**config.mk**
```make
export PLATFORM = sky130hd
export DESIGN_NAME = csi_cpu_end_flat
export DESIGN_NICKNAME = d
export VERILOG_FILES = /design/src/csi_pkg.sv /design/src/csi_link_if.sv /design/src/csi_cpu_end.sv /design/src/flat_wrapper.sv
export SDC_FILE = /design/constraint.sdc
export NUM_CORES = 1
export LEC_CHECK = 0
export ABC_AREA = 1
export BUFFER_PORTS_ARGS = -buffer_cell sky130_fd_sc_hd__buf_2
export CAP_MARGIN = 20
export CORE_UTILIZATION = 50
export CTS_BUF_LIST = sky130_fd_sc_hd__clkbuf_8
export DETAILED_ROUTE_END_ITERATION = 8
export PLACE_DENSITY = 0.86
export SLEW_MARGIN = 25
export SYNTH_ARGS = -nofsm -noshare
export SYNTH_HDL_FRONTEND = slang
export SYNTH_SLANG_ARGS = --single-unit
```
**constraint.sdc**
```tcl
create_clock -name clk -period 2.26 [get_ports clk]
set_input_delay 0.339 -clock clk [delete_from_list [all_inputs] [get_ports clk]]
set_output_delay 0.339 -clock clk [all_outputs]
set_load 0.05 [all_outputs]
```
**src/csi_pkg.sv**
```systemverilog
/*
 * Shared constants and state types for the processor system-control link:
 * edge/level inputs, management-mode entry, stop-clock and bus hold.
 * Assumes both ends run on one 40 MHz clock (clk) with synchronous reset.
 */
// Summary of operation
// - interrupt request on rising edge only
// - source holds interrupt low four clocks first
// - soft reset resets all but base register and input synchronizers
// - soft reset held at least fifteen clocks
// - falling management edge enters mode after instruction
// - recognised at boundaries and string iterations
// - no split locked cycles, no nesting
// - one pending edge kept until resume
// - active output low from save to restore
// - stop request halts, drains, then grant cycle
// - stop request held until grant cycle seen
// - bus request driven whenever bus needed
// - hold waits for cycle end, then floats
// - hold kept while hold request stays high
// - acknowledge rises with float, always driven
package csi_pkg;
    localparam int CLK_PERIOD_NS = 25;
    // minimum low time before a rising interrupt edge, in clock periods
    localparam int NMI_LOW_MIN_CLKS = 4;
    localparam int NMI_HIGH_CLKS = 2;
    localparam int SOFT_RESET_IN_MIN_CLKS = 15;
    localparam int SMI_LOW_CLKS = 2;
    localparam int CNT_W = 5;
    localparam logic [31:0] SYS_MGMT_BASE_RESET = 32'h0000_0000;

    // synchronizer bit positions
    localparam int SYNC_NMI = 0;
    localparam int SYNC_SRST = 1;
    localparam int SYNC_SMI = 2;
    localparam int SYNC_STOP = 3;
    localparam int SYNC_W = 4;
    // idle pin levels: stop and smi idle high
    localparam logic [3:0] SYNC_IDLE = 4'hc;

    typedef enum logic [1:0] {
        CSI_SMM_RUN = 2'b00,
        CSI_SMM_SAVE = 2'b01,
        CSI_SMM_ACTIVE = 2'b11,
        CSI_SMM_RESTORE = 2'b10
    } csi_smm_type;

    typedef enum logic [1:0] {
        CSI_STOP_IDLE = 2'b00,
        CSI_STOP_DRAIN = 2'b01,
        CSI_STOP_GRANT = 2'b11,
        CSI_STOP_HALTED = 2'b10
    } csi_stop_type;
endpackage

```
**src/csi_link_if.sv**
```systemverilog
/*
 * Pin-level link between the processor end and the system end.
 * Assumes one clock; all signals single-driver, no two-way pins.
 */
`timescale 1ns/1ps
interface csi_link_if;
    logic nmi;
    logic soft_reset_in;
    logic sys_mgmt_irq_n;
    logic sys_mgmt_active_n;
    logic clock_stop_request_n;
    logic stop_grant_cycle;
    logic internal_bus_request;
    logic hold_request;
    logic hold_acknowledge;
    logic bus_floated;

    modport cpu (
        input nmi,
        input soft_reset_in,
        input sys_mgmt_irq_n,
        output sys_mgmt_active_n,
        input clock_stop_request_n,
        output stop_grant_cycle,
        output internal_bus_request,
        input hold_request,
        output hold_acknowledge,
        output bus_floated
    );

    modport sys (
        output nmi,
        output soft_reset_in,
        output sys_mgmt_irq_n,
        input sys_mgmt_active_n,
        output clock_stop_request_n,
        input stop_grant_cycle,
        input internal_bus_request,
        output hold_request,
        input hold_acknowledge,
        input bus_floated
    );
endinterface

```
**src/csi_cpu_end.sv**
```systemverilog
/*
 * Processor end: synchronizes the asynchronous control inputs, raises
 * interrupt requests, sequences management-mode entry and exit, runs the
 * stop-clock drain and grant cycle, and arbitrates bus hold.
 * Assumes the core reports instruction boundaries, locked and active bus
 * cycles, save/restore progress and drain completion as plain signals.
 */
`timescale 1ns/1ps
module csi_cpu_end
    import csi_pkg::*;
(
    input wire logic clk,
    input wire logic sys_rst,
    csi_link_if.cpu link,
    input wire logic instr_boundary,
    input wire logic string_iteration,
    input wire logic locked_seq,
    input wire logic cycle_active,
    input wire logic core_bus_need,
    input wire logic nmi_taken,
    input wire logic save_done,
    input wire logic resume_from_sys_mgmt,
    input wire logic restore_last,
    input wire logic core_drained,
    input wire logic base_we,
    input wire logic [31:0] base_wdata,
    output logic core_reset,
    output logic nmi_request,
    output logic smm_entry,
    output logic sys_mgmt_mode,
    output logic core_halt,
    output logic core_bus_grant,
    output logic [31:0] sys_mgmt_base
);
    logic [SYNC_W-1:0] sync1_q;
    logic [SYNC_W-1:0] sync2_q;
    logic nmi_prev_q;
    logic smi_prev_q;
    logic rst_int;
    logic nmi_rise;
    logic smi_fall;
    logic nmi_pending_q;
    logic smi_pending_q;
    logic smi_accept;
    logic stop_req;
    logic hold_enter;
    logic grant_issue;
    logic hold_ack_q;
    logic bus_req_q;
    logic active_n_q;
    logic grant_q;
    logic entry_q;
    logic [31:0] base_q;
    csi_smm_type smm_q;
    csi_smm_type smm_d;
    csi_stop_type stop_q;
    csi_stop_type stop_d;

    // first stage only feeds the second; everything else looks at sync2
    always_ff @(posedge clk) begin
        if (sys_rst) begin
            sync1_q <= SYNC_IDLE;
            sync2_q <= SYNC_IDLE;
        end else begin
            sync1_q <= {link.clock_stop_request_n, link.sys_mgmt_irq_n, link.soft_reset_in, link.nmi};
            sync2_q <= sync1_q;
        end
    end

    // soft reset clears everything except the base register and the input synchronizers
    assign rst_int = sys_rst | sync2_q[SYNC_SRST];
    assign core_reset = rst_int;

    always_ff @(posedge clk) begin
        if (sys_rst) begin
            base_q <= SYS_MGMT_BASE_RESET;
        end else if (base_we) begin
            base_q <= base_wdata;
        end
    end
    assign sys_mgmt_base = base_q;

    always_ff @(posedge clk) begin
        if (rst_int) begin
            nmi_prev_q <= 1'b0;
            smi_prev_q <= 1'b1;
        end else begin
            nmi_prev_q <= sync2_q[SYNC_NMI];
            smi_prev_q <= sync2_q[SYNC_SMI];
        end
    end

    // a held high level never re-arms; only a fresh low-to-high counts
    assign nmi_rise = sync2_q[SYNC_NMI] & ~nmi_prev_q;
    assign smi_fall = ~sync2_q[SYNC_SMI] & smi_prev_q;

    // new edge wins over the core's acknowledge in the same cycle
    always_ff @(posedge clk) begin
        if (rst_int) begin
            nmi_pending_q <= 1'b0;
        end else begin
            nmi_pending_q <= nmi_rise | (nmi_pending_q & ~nmi_taken);
        end
    end
    assign nmi_request = nmi_pending_q;

    // only outside management mode, at a boundary or string iteration, never inside a locked run
    assign smi_accept = smi_pending_q && smm_q == CSI_SMM_RUN && (instr_boundary || string_iteration)
        && !locked_seq;

    // a nested edge stays latched through the whole handler
    always_ff @(posedge clk) begin
        if (rst_int) begin
            smi_pending_q <= 1'b0;
        end else begin
            smi_pending_q <= smi_fall | (smi_pending_q & ~smi_accept);
        end
    end

    always_comb begin
        smm_d = smm_q;
        case (smm_q)
            CSI_SMM_RUN: begin
                if (smi_accept) begin
                    smm_d = CSI_SMM_SAVE;
                end
            end
            CSI_SMM_SAVE: begin
                if (save_done) begin
                    smm_d = CSI_SMM_ACTIVE;
                end
            end
            CSI_SMM_ACTIVE: begin
                if (resume_from_sys_mgmt) begin
                    smm_d = CSI_SMM_RESTORE;
                end
            end
            CSI_SMM_RESTORE: begin
                if (restore_last) begin
                    smm_d = CSI_SMM_RUN;
                end
            end
            default: begin
                smm_d = CSI_SMM_RUN;
            end
        endcase
    end

    always_ff @(posedge clk) begin
        if (rst_int) begin
            smm_q <= CSI_SMM_RUN;
            active_n_q <= 1'b1;
            entry_q <= 1'b0;
        end else begin
            smm_q <= smm_d;
            active_n_q <= (smm_d == CSI_SMM_RUN);
            entry_q <= smi_accept;
        end
    end
    assign link.sys_mgmt_active_n = active_n_q;
    assign smm_entry = entry_q;
    assign sys_mgmt_mode = ~active_n_q;

    assign stop_req = ~sync2_q[SYNC_STOP];
    // grant cycle needs an owned, idle bus
    assign grant_issue = stop_q == CSI_STOP_GRANT && !hold_ack_q && !link.hold_request && !cycle_active;

    always_comb begin
        stop_d = stop_q;
        case (stop_q)
            CSI_STOP_IDLE: begin
                // pending interrupts and a management entry take precedence
                if (stop_req && instr_boundary && !nmi_pending_q && !smi_pending_q && smm_q == CSI_SMM_RUN) begin
                    stop_d = CSI_STOP_DRAIN;
                end
            end
            CSI_STOP_DRAIN: begin
                if (core_drained) begin
                    stop_d = CSI_STOP_GRANT;
                end
            end
            CSI_STOP_GRANT: begin
                if (grant_issue) begin
                    stop_d = CSI_STOP_HALTED;
                end
            end
            CSI_STOP_HALTED: begin
                // request may drop any time after the grant cycle
                if (!stop_req) begin
                    stop_d = CSI_STOP_IDLE;
                end
            end
            default: begin
                stop_d = CSI_STOP_IDLE;
            end
        endcase
    end

    always_ff @(posedge clk) begin
        if (rst_int) begin
            stop_q <= CSI_STOP_IDLE;
            grant_q <= 1'b0;
        end else begin
            stop_q <= stop_d;
            grant_q <= grant_issue;
        end
    end
    assign link.stop_grant_cycle = grant_q;
    assign core_halt = (stop_q != CSI_STOP_IDLE);

    // request reflects internal need even while another master holds the bus
    always_ff @(posedge clk) begin
        if (rst_int) begin
            bus_req_q <= 1'b0;
        end else begin
            bus_req_q <= core_bus_need | (stop_q == CSI_STOP_GRANT);
        end
    end
    assign link.internal_bus_request = bus_req_q;

    // hold waits for the current cycle, burst or locked run to finish
    assign hold_enter = link.hold_request && !cycle_active && !locked_seq && !grant_issue;

    always_ff @(posedge clk) begin
        if (rst_int) begin
            hold_ack_q <= 1'b0;
        end else if (hold_ack_q) begin
            hold_ack_q <= link.hold_request;
        end else begin
            hold_ack_q <= hold_enter;
        end
    end
    // float and acknowledge come from one flop so they move together
    assign link.hold_acknowledge = hold_ack_q;
    assign link.bus_floated = hold_ack_q;

    // keeps the core from opening a new cycle while hold is being granted
    assign core_bus_grant = !hold_ack_q && !hold_enter;
endmodule

```
**src/flat_wrapper.sv**
```systemverilog
// flat-port wrapper written by rule: the top's interface ports become plain ports
module csi_cpu_end_flat import csi_pkg::*;
  (clk, sys_rst, instr_boundary, string_iteration, locked_seq, cycle_active, core_bus_need, nmi_taken, save_done, resume_from_sys_mgmt, restore_last, core_drained, base_we, base_wdata, core_reset, nmi_request, smm_entry, sys_mgmt_mode, core_halt, core_bus_grant, sys_mgmt_base, link_nmi, link_soft_reset_in, link_sys_mgmt_irq_n, link_sys_mgmt_active_n, link_clock_stop_request_n, link_stop_grant_cycle, link_internal_bus_request, link_hold_request, link_hold_acknowledge, link_bus_floated);
  csi_link_if link_i ();
  input wire logic clk;
  input wire logic sys_rst;
  input wire logic instr_boundary;
  input wire logic string_iteration;
  input wire logic locked_seq;
  input wire logic cycle_active;
  input wire logic core_bus_need;
  input wire logic nmi_taken;
  input wire logic save_done;
  input wire logic resume_from_sys_mgmt;
  input wire logic restore_last;
  input wire logic core_drained;
  input wire logic base_we;
  input wire logic [31:0] base_wdata;
  output logic core_reset;
  output logic nmi_request;
  output logic smm_entry;
  output logic sys_mgmt_mode;
  output logic core_halt;
  output logic core_bus_grant;
  output logic [31:0] sys_mgmt_base;
  input wire logic [$bits(link_i.nmi)-1:0] link_nmi;
  input wire logic [$bits(link_i.soft_reset_in)-1:0] link_soft_reset_in;
  input wire logic [$bits(link_i.sys_mgmt_irq_n)-1:0] link_sys_mgmt_irq_n;
  output wire logic [$bits(link_i.sys_mgmt_active_n)-1:0] link_sys_mgmt_active_n;
  input wire logic [$bits(link_i.clock_stop_request_n)-1:0] link_clock_stop_request_n;
  output wire logic [$bits(link_i.stop_grant_cycle)-1:0] link_stop_grant_cycle;
  output wire logic [$bits(link_i.internal_bus_request)-1:0] link_internal_bus_request;
  input wire logic [$bits(link_i.hold_request)-1:0] link_hold_request;
  output wire logic [$bits(link_i.hold_acknowledge)-1:0] link_hold_acknowledge;
  output wire logic [$bits(link_i.bus_floated)-1:0] link_bus_floated;
  assign link_i.nmi = link_nmi;
  assign link_i.soft_reset_in = link_soft_reset_in;
  assign link_i.sys_mgmt_irq_n = link_sys_mgmt_irq_n;
  assign link_sys_mgmt_active_n = link_i.sys_mgmt_active_n;
  assign link_i.clock_stop_request_n = link_clock_stop_request_n;
  assign link_stop_grant_cycle = link_i.stop_grant_cycle;
  assign link_internal_bus_request = link_i.internal_bus_request;
  assign link_i.hold_request = link_hold_request;
  assign link_hold_acknowledge = link_i.hold_acknowledge;
  assign link_bus_floated = link_i.bus_floated;
  csi_cpu_end u_core (.clk(clk), .sys_rst(sys_rst), .link(link_i), .instr_boundary(instr_boundary), .string_iteration(string_iteration), .locked_seq(locked_seq), .cycle_active(cycle_active), .core_bus_need(core_bus_need), .nmi_taken(nmi_taken), .save_done(save_done), .resume_from_sys_mgmt(resume_from_sys_mgmt), .restore_last(restore_last), .core_drained(core_drained), .base_we(base_we), .base_wdata(base_wdata), .core_reset(core_reset), .nmi_request(nmi_request), .smm_entry(smm_entry), .sys_mgmt_mode(sys_mgmt_mode), .core_halt(core_halt), .core_bus_grant(core_bus_grant), .sys_mgmt_base(sys_mgmt_base));
endmodule
```
==> impl_metrics.tcl, run 1 <==
set metrics [dict create \
    setup_viol 0 \
    rr_worst_depth 4 \
    netlist_top_cells_area "dfxtp_1 57%, nor2_1 17%, o21ai_0 6.4%, inv_1 3.4%, o21ai_1 2.9%" \
    cts_buffers 5 \
    drive_above_1_share_pct 34.8 \
    maxSlewHeadroom_pct 64.6 \
    drc 0 \
    yosysTopAreaCellShare_pct 56.8 \
    grt_pass1_wl_um 6630 \
    ir_drop_mv 0.562 \
    cap_violations 0 \
    leakage_nw 1.27 \
    fin_crit_ns 1.56 \
    fin_tns_setup_ns 0 \
    final_cell_mix "92 x buf_2, 83 x nor2_1, 53 x dfxtp_1, 24 x o21ai_0, 18 x inv_1" \
    drt_pass1_iterations 4 \
    avgSynthCellArea_um2 8.05 \
    worst_slew_pin_slew_ns 0.530 \
    dp.cells 360 \
    setup_ws_ns 0.696 \
    post_cts.repair.setup_buffers 0 \
    fp.dieH_um 63.1 \
    multi_input_area_um2 667 \
    critPathCaptureType "output pin" \
    synthToLayoutAreaGrowth_pct 31.0 \
    clkSlewWorstSetupHoldPaths_ns 0.09 \
    portBuffers 92 \
    cts_tree "built" \
    drt-total-wl_um 3920 \
    cts_sinks 53 \
    clockBufferDepth 2 \
    clock_latency_ns 0.29 \
    fin_crit_sh_pct 69.2 \
    hold_path.class "in2reg" \
    slew_violations 0 \
    fp-row-count 21 \
    avgRoutedWirePerCell_um 10.7 \
    synth_compound_area_share_pct 12.1 \
    place_ws_ns 0.848 \
    worstPathRequired_ns 1.92 \
    synthMuxAreaShare_pct 0 \
    io_pins 93 \
    synth-simple-area-share_pct 23.7 \
    status "finished, final reports clean" \
    cp_max_fo 8 \
    synth-xor-area-share_pct 0 \
    die_x_um 63.1 \
    antenna_found_initial 0 \
    yosys_warnings 0 \
    final_common_cell "buf_2" \
    register_area_um2 1060 \
    worstSetupPathType "reg2out" \
    cp-startpoint "u_core.sync2_q[1]$_SDFF_PP0_" \
    cts_resized 0 \
    n_fill_cell 299 \
    num_vias 1705 \
    grt_start_max_net_pins 33 \
    cp.arrival_ns 1.23 \
    reg2reg_slack_ns 1.29 \
    synth-seq-area-share_pct 56.8 \
    antennaDiodeCount 0 \
    gp_congestion 0.798 \
    synthCells 232 \
    fin_cells 368 \
    yosysUniqueCellTypes 23 \
    fmax_mhz 639 \
    ys_ff_latch 53 \
    cts_hold_buf 0 \
    initial_core_util_pct 53.8 \
    hpwl_um 2750 \
    synth_nets 282 \
    core_area_um2 3470 \
    cp-endpoint "core_reset" \
    netlist_area_um2 1870 \
    cts-root-buf "clkbuf_8" \
    drtIter0Drc 112 \
    htreeDepth 2 \
    ant_nets 0 \
    hold_viol 0 \
    r2r-start "u_core.link.bus_floated$_SDFF_PP0_" \
    yosys.area_share.adder_pct 0 \
    fin_worst_skew_ns 0.00378 \
    overflow 0 \
    vias_per_cell 4.63 \
    grt_pass1_vias 1652 \
    grt_setup_unrepaired "no" \
    synth_top_area_cell "dfxtp_1" \
    dieArea_um2 3980 \
    grt_usage_pct 21.1 \
    power_density_nw_per_um2 833 \
    reg2reg_to "u_core.stop_q[0]$_SDFFE_PP0P_" \
    num-nets-final 371 \
    startpoint_type "flop" \
    synth_top_family_by_area "simple AND/OR/NAND/NOR gates" \
]
==> stage by stage <==
stage	utilization, %	hold WS (ns)	instance area [um2]	power [mW]
floorplan	-	0.388	1870	1.31
global placement	67.1	0.393	2330	1.41
detailed placement	67.1	0.396	2330	1.42
CTS	70.5	0.221	2440	2.05
global route	70.5	0.227	2440	2.12
finish	70.5	0.226	2440	2.04
==> kinds of logic (layout without fill, tap and decap cells) <==
logic type             Yosys count  after routing
and+or+nand+nor                107            107
DFF                             53             53
AOI/OAI and AO/OA               41             41
buffers and inverters           31            121
==> worst min path at each step <==
stage	depth (start not counted)	slack, ns	startpoint	end
after floorplan	2	0.39	u_core.sync1_q[0]$_SDFF_PP0_	u_core.sync2_q[0]$_SDFF_PP0_
after global placement	1	0.39	u_core.sync1_q[3]$_SDFF_PP1_	u_core.sync2_q[3]$_SDFF_PP1_
after detailed placement	1	0.40	u_core.sync1_q[3]$_SDFF_PP1_	u_core.sync2_q[3]$_SDFF_PP1_
after CTS	2	0.22	link_sys_mgmt_irq_n	u_core.sync1_q[2]$_SDFF_PP1_
after global routing	2	0.23	link_sys_mgmt_irq_n	u_core.sync1_q[2]$_SDFF_PP1_
final	2	0.23	link_sys_mgmt_irq_n	u_core.sync1_q[2]$_SDFF_PP1_
==> registers in the layout (all words and copies together) (netlist names) <==
signal	count
u_core.smi_pending_q	1
u_core.smi_prev_q	1
u_core.link.internal_bus_request	1
u_core.link.stop_grant_cycle	1
u_core.nmi_prev_q	1
u_core.stop_q	2
u_core.sys_mgmt_base	32
u_core.sync2_q	4
u_core.smm_entry	1
u_core.link.sys_mgmt_active_n	1
u_core.smm_q	2
u_core.link.bus_floated	1
u_core.nmi_request	1
u_core.sync1_q	4
==> area by class of cell <==
type | count | share of cell area, %
flip-flops and latches | 53 | 43.4
multi-input cells | 148 | 27.3
repair buffers | 93 | 19.1
clock buffers | 6 | 3.38
inverters | 20 | 3.07
well taps | 46 | 2.35
clock inverters | 2 | 1.38
==> metal layers <==
| layer | track usage (%) | part of all wire, % | wire length [um] |
|---|---|---|---|
| met1 | 23.4 | 44 | 1740 |
| met2 | 37.5 | 47 | 1850 |
| met3 | 6.16 | 7.5 | 293 |
| met5 | 0 | 0 | 0 |
| met4 | 8.14 | 1.0 | 40 |
==> cells in the mapped netlist (all sizes together) <==
| master | number |
|---|---|
| buf | 10 |
| o21ai | 36 |
| nor2 | 84 |
| clkbuf | 1 |
| or2 | 5 |
| nor3 | 3 |
| nand2 | 12 |
| o22ai | 1 |
| nand3 | 2 |
| dfxtp | 53 |
| a21oi | 3 |
| o32ai | 1 |
| and2 | 1 |
| inv | 20 |
==> power by group <==
part	leakage, nW	switching (mW)	internal (mW)	total (mW)
registers	0.438	0.0268	0.988	1.02
logic	0.772	0.280	0.105	0.385
clock network	0.0626	0.280	0.357	0.637
==> critical path, cell delays in order (launching register included) <==
cell	delay (ns)
dfxtp_1	0.43
nor2_8	0.08
inv_2	0.14
buf_2	0.29
Power figures use the tool's default switching activity.
==> run 2: changes to the inputs <==
- CORE_UTILIZATION: 50 -> 42
- PLACE_DENSITY: 0.86 -> 0.77
- clock period: 2.26 -> 1.4 ns (I/O delays scaled with it)
==> impl_metrics.tcl, run 2 (synthesis results as in run 1) <==
set metrics [dict create \
    drt-total-wl_um 3890 \
    cts_sinks 53 \
    cts-root-buf "clkbuf_8" \
    cp_slowest_cell "dfxtp_1" \
    fin_crit_ns 1.31 \
    ir_drop_mv 0.767 \
    core_area_um2 4140 \
    fin_crit_sh_pct 93.3 \
    gp_congestion 0.798 \
    cp_max_fo 5 \
    cp_slowest_stage_delay_ns 0.42 \
    portBuffers 92 \
    final_common_cell "buf_2" \
    power_mw 3.10 \
    worstPathRequired_ns 1.19 \
    min_to "u_core.sync1_q[3]$_SDFF_PP1_" \
    hpwl_um 2790 \
    cp_cell_sequence "nor2_2 -> inv_1 -> clkbuf_4" \
    grt_start_max_net_pins 33 \
    clockBufferDepth 2 \
    grt_usage_pct 17.9 \
    avgRoutedWirePerCell_um 10.5 \
    htreeDepth 2 \
    final_cell_mix "89 x buf_2, 82 x nor2_1, 52 x dfxtp_1, 24 x o21ai_0, 18 x inv_1" \
    status "finished, final reports clean" \
    rr_worst_depth 4 \
    clkSlewWorstSetupHoldPaths_ns 0.08 \
    num_vias 1740 \
    fmax_mhz 766 \
    hold_path.class "in2reg" \
    worstHoldStart "link_clock_stop_request_n" \
    drt_pass1_iterations 4 \
    initial_core_util_pct 45.0 \
    largest_reg_flops 32 \
    maxSlewHeadroom_pct 65.7 \
    ant_nets 0 \
    worst_slew_pin_slew_ns 0.514 \
    leakage_nw 1.26 \
    drtIter0Drc 50 \
    cts_buffers 5 \
    reg2reg_to "u_core.stop_q[0]$_SDFFE_PP0P_" \
    dp.cells 364 \
    fin_worst_skew_ns 0.000928 \
    grt_setup_unrepaired "no" \
    fin_tns_setup_ns 0 \
    fin_cells 371 \
    post_cts.repair.setup_buffers 0 \
    dieArea_um2 4720 \
    critPathCaptureType "output pin" \
    antenna_found_initial 0 \
    drc 0 \
    setup_viol 0 \
    cts_tree "built" \
    grt_pass1_vias 1526 \
    grt_pass1_wl_um 6240 \
    worstSetupPathType "reg2out" \
    overflow 0 \
    num-nets-final 371 \
    fin_util_pct 58.8 \
    power_density_nw_per_um2 1270 \
    reg2reg_slack_ns 0.42 \
    vias_per_cell 4.69 \
    r2r-start "u_core.link.bus_floated$_SDFF_PP0_" \
    startpoint_type "flop" \
    whs_path_depth 2 \
    fp-row-count 23 \
    fp.dieH_um 68.7 \
    io_pins 93 \
    cp.arrival_ns 1.10 \
    hold_viol 0 \
    hold_ws_ns 0.0896 \
    die_x_um 68.7 \
    drive_above_1_share_pct 35.2 \
    cap_violations 0 \
    clock_latency_ns 0.29 \
    synthToLayoutAreaGrowth_pct 30.4 \
    antennaDiodeCount 0 \
    slew_violations 0 \
]
[run 2: worst max-delay path by stage]
stage          cells after the start                          startpoint  slack (ns)        endpoint
2_1_floorplan                      2  u_core.link.bus_floated$_SDFF_PP0_        0.11  core_bus_grant
3_3_place_gp                       4                             sys_rst        0.27      core_reset
3_5_place_dp                       6                   link_hold_request        0.24  core_bus_grant
4_1_cts                            3  u_core.link.bus_floated$_SDFF_PP0_      0.0008  core_bus_grant
5_1_grt                            3  u_core.link.bus_floated$_SDFF_PP0_       0.008  core_bus_grant
6_report                           3       u_core.stop_q[1]$_SDFFE_PP0P_        0.09       core_halt
[run 2: layout make-up]
type	count	area, um2
clock buffers	6	82.6
clock inverters	1	3.75
fillers	407	1710
inverters	20	75.1
multi-input cells	148	669
flip-flops and latches	53	1060
well taps	50	62.6
repair buffers	93	479
[run 2: per-layer routing]
layer,up-vias,global-route usage (%),wire [um]
met5,-,0,0
met4,0,7.03,54
met3,5,6.74,351
met2,71,31.1,1750
met1,768,19.6,1730
li1,896,-,-
[run 2: metrics by stage]
step / cell area (um2) / setup WS [ns]
5_1_grt: 2430 / 0.00842
3_5_place_dp: 2330 / 0.243
6_report: 2430 / 0.0945
3_3_place_gp: 2330 / 0.272
4_1_cts: 2420 / 0.000849
2_1_floorplan: 1870 / 0.112
[run 2: repair_timing]
| action | CTS | global route |
|---|---|---|
| hold buffers | 0 | 0 |
| resized for setup | 1 | 6 |
| endpoints found under the hold margin | 0 | 0 |
| setup endpoints to repair | 1 | 3 |
[run 2: worst max-delay path: cells and delay by family (launching register included)]
kind / cells / cell delay, ns
simple gates: 1 / 0.07
flops: 1 / 0.42
buf+inv: 2 / 0.31
[run 2: where the power goes]
| group | total (mW) | switching [mW] | internal, mW | leakage (nW) |
|---|---|---|---|---|
| registers | 1.64 | 0.0449 | 1.60 | 0.439 |
| clock network | 0.837 | 0.451 | 0.386 | 0.0485 |
| logic | 0.625 | 0.450 | 0.175 | 0.777 |
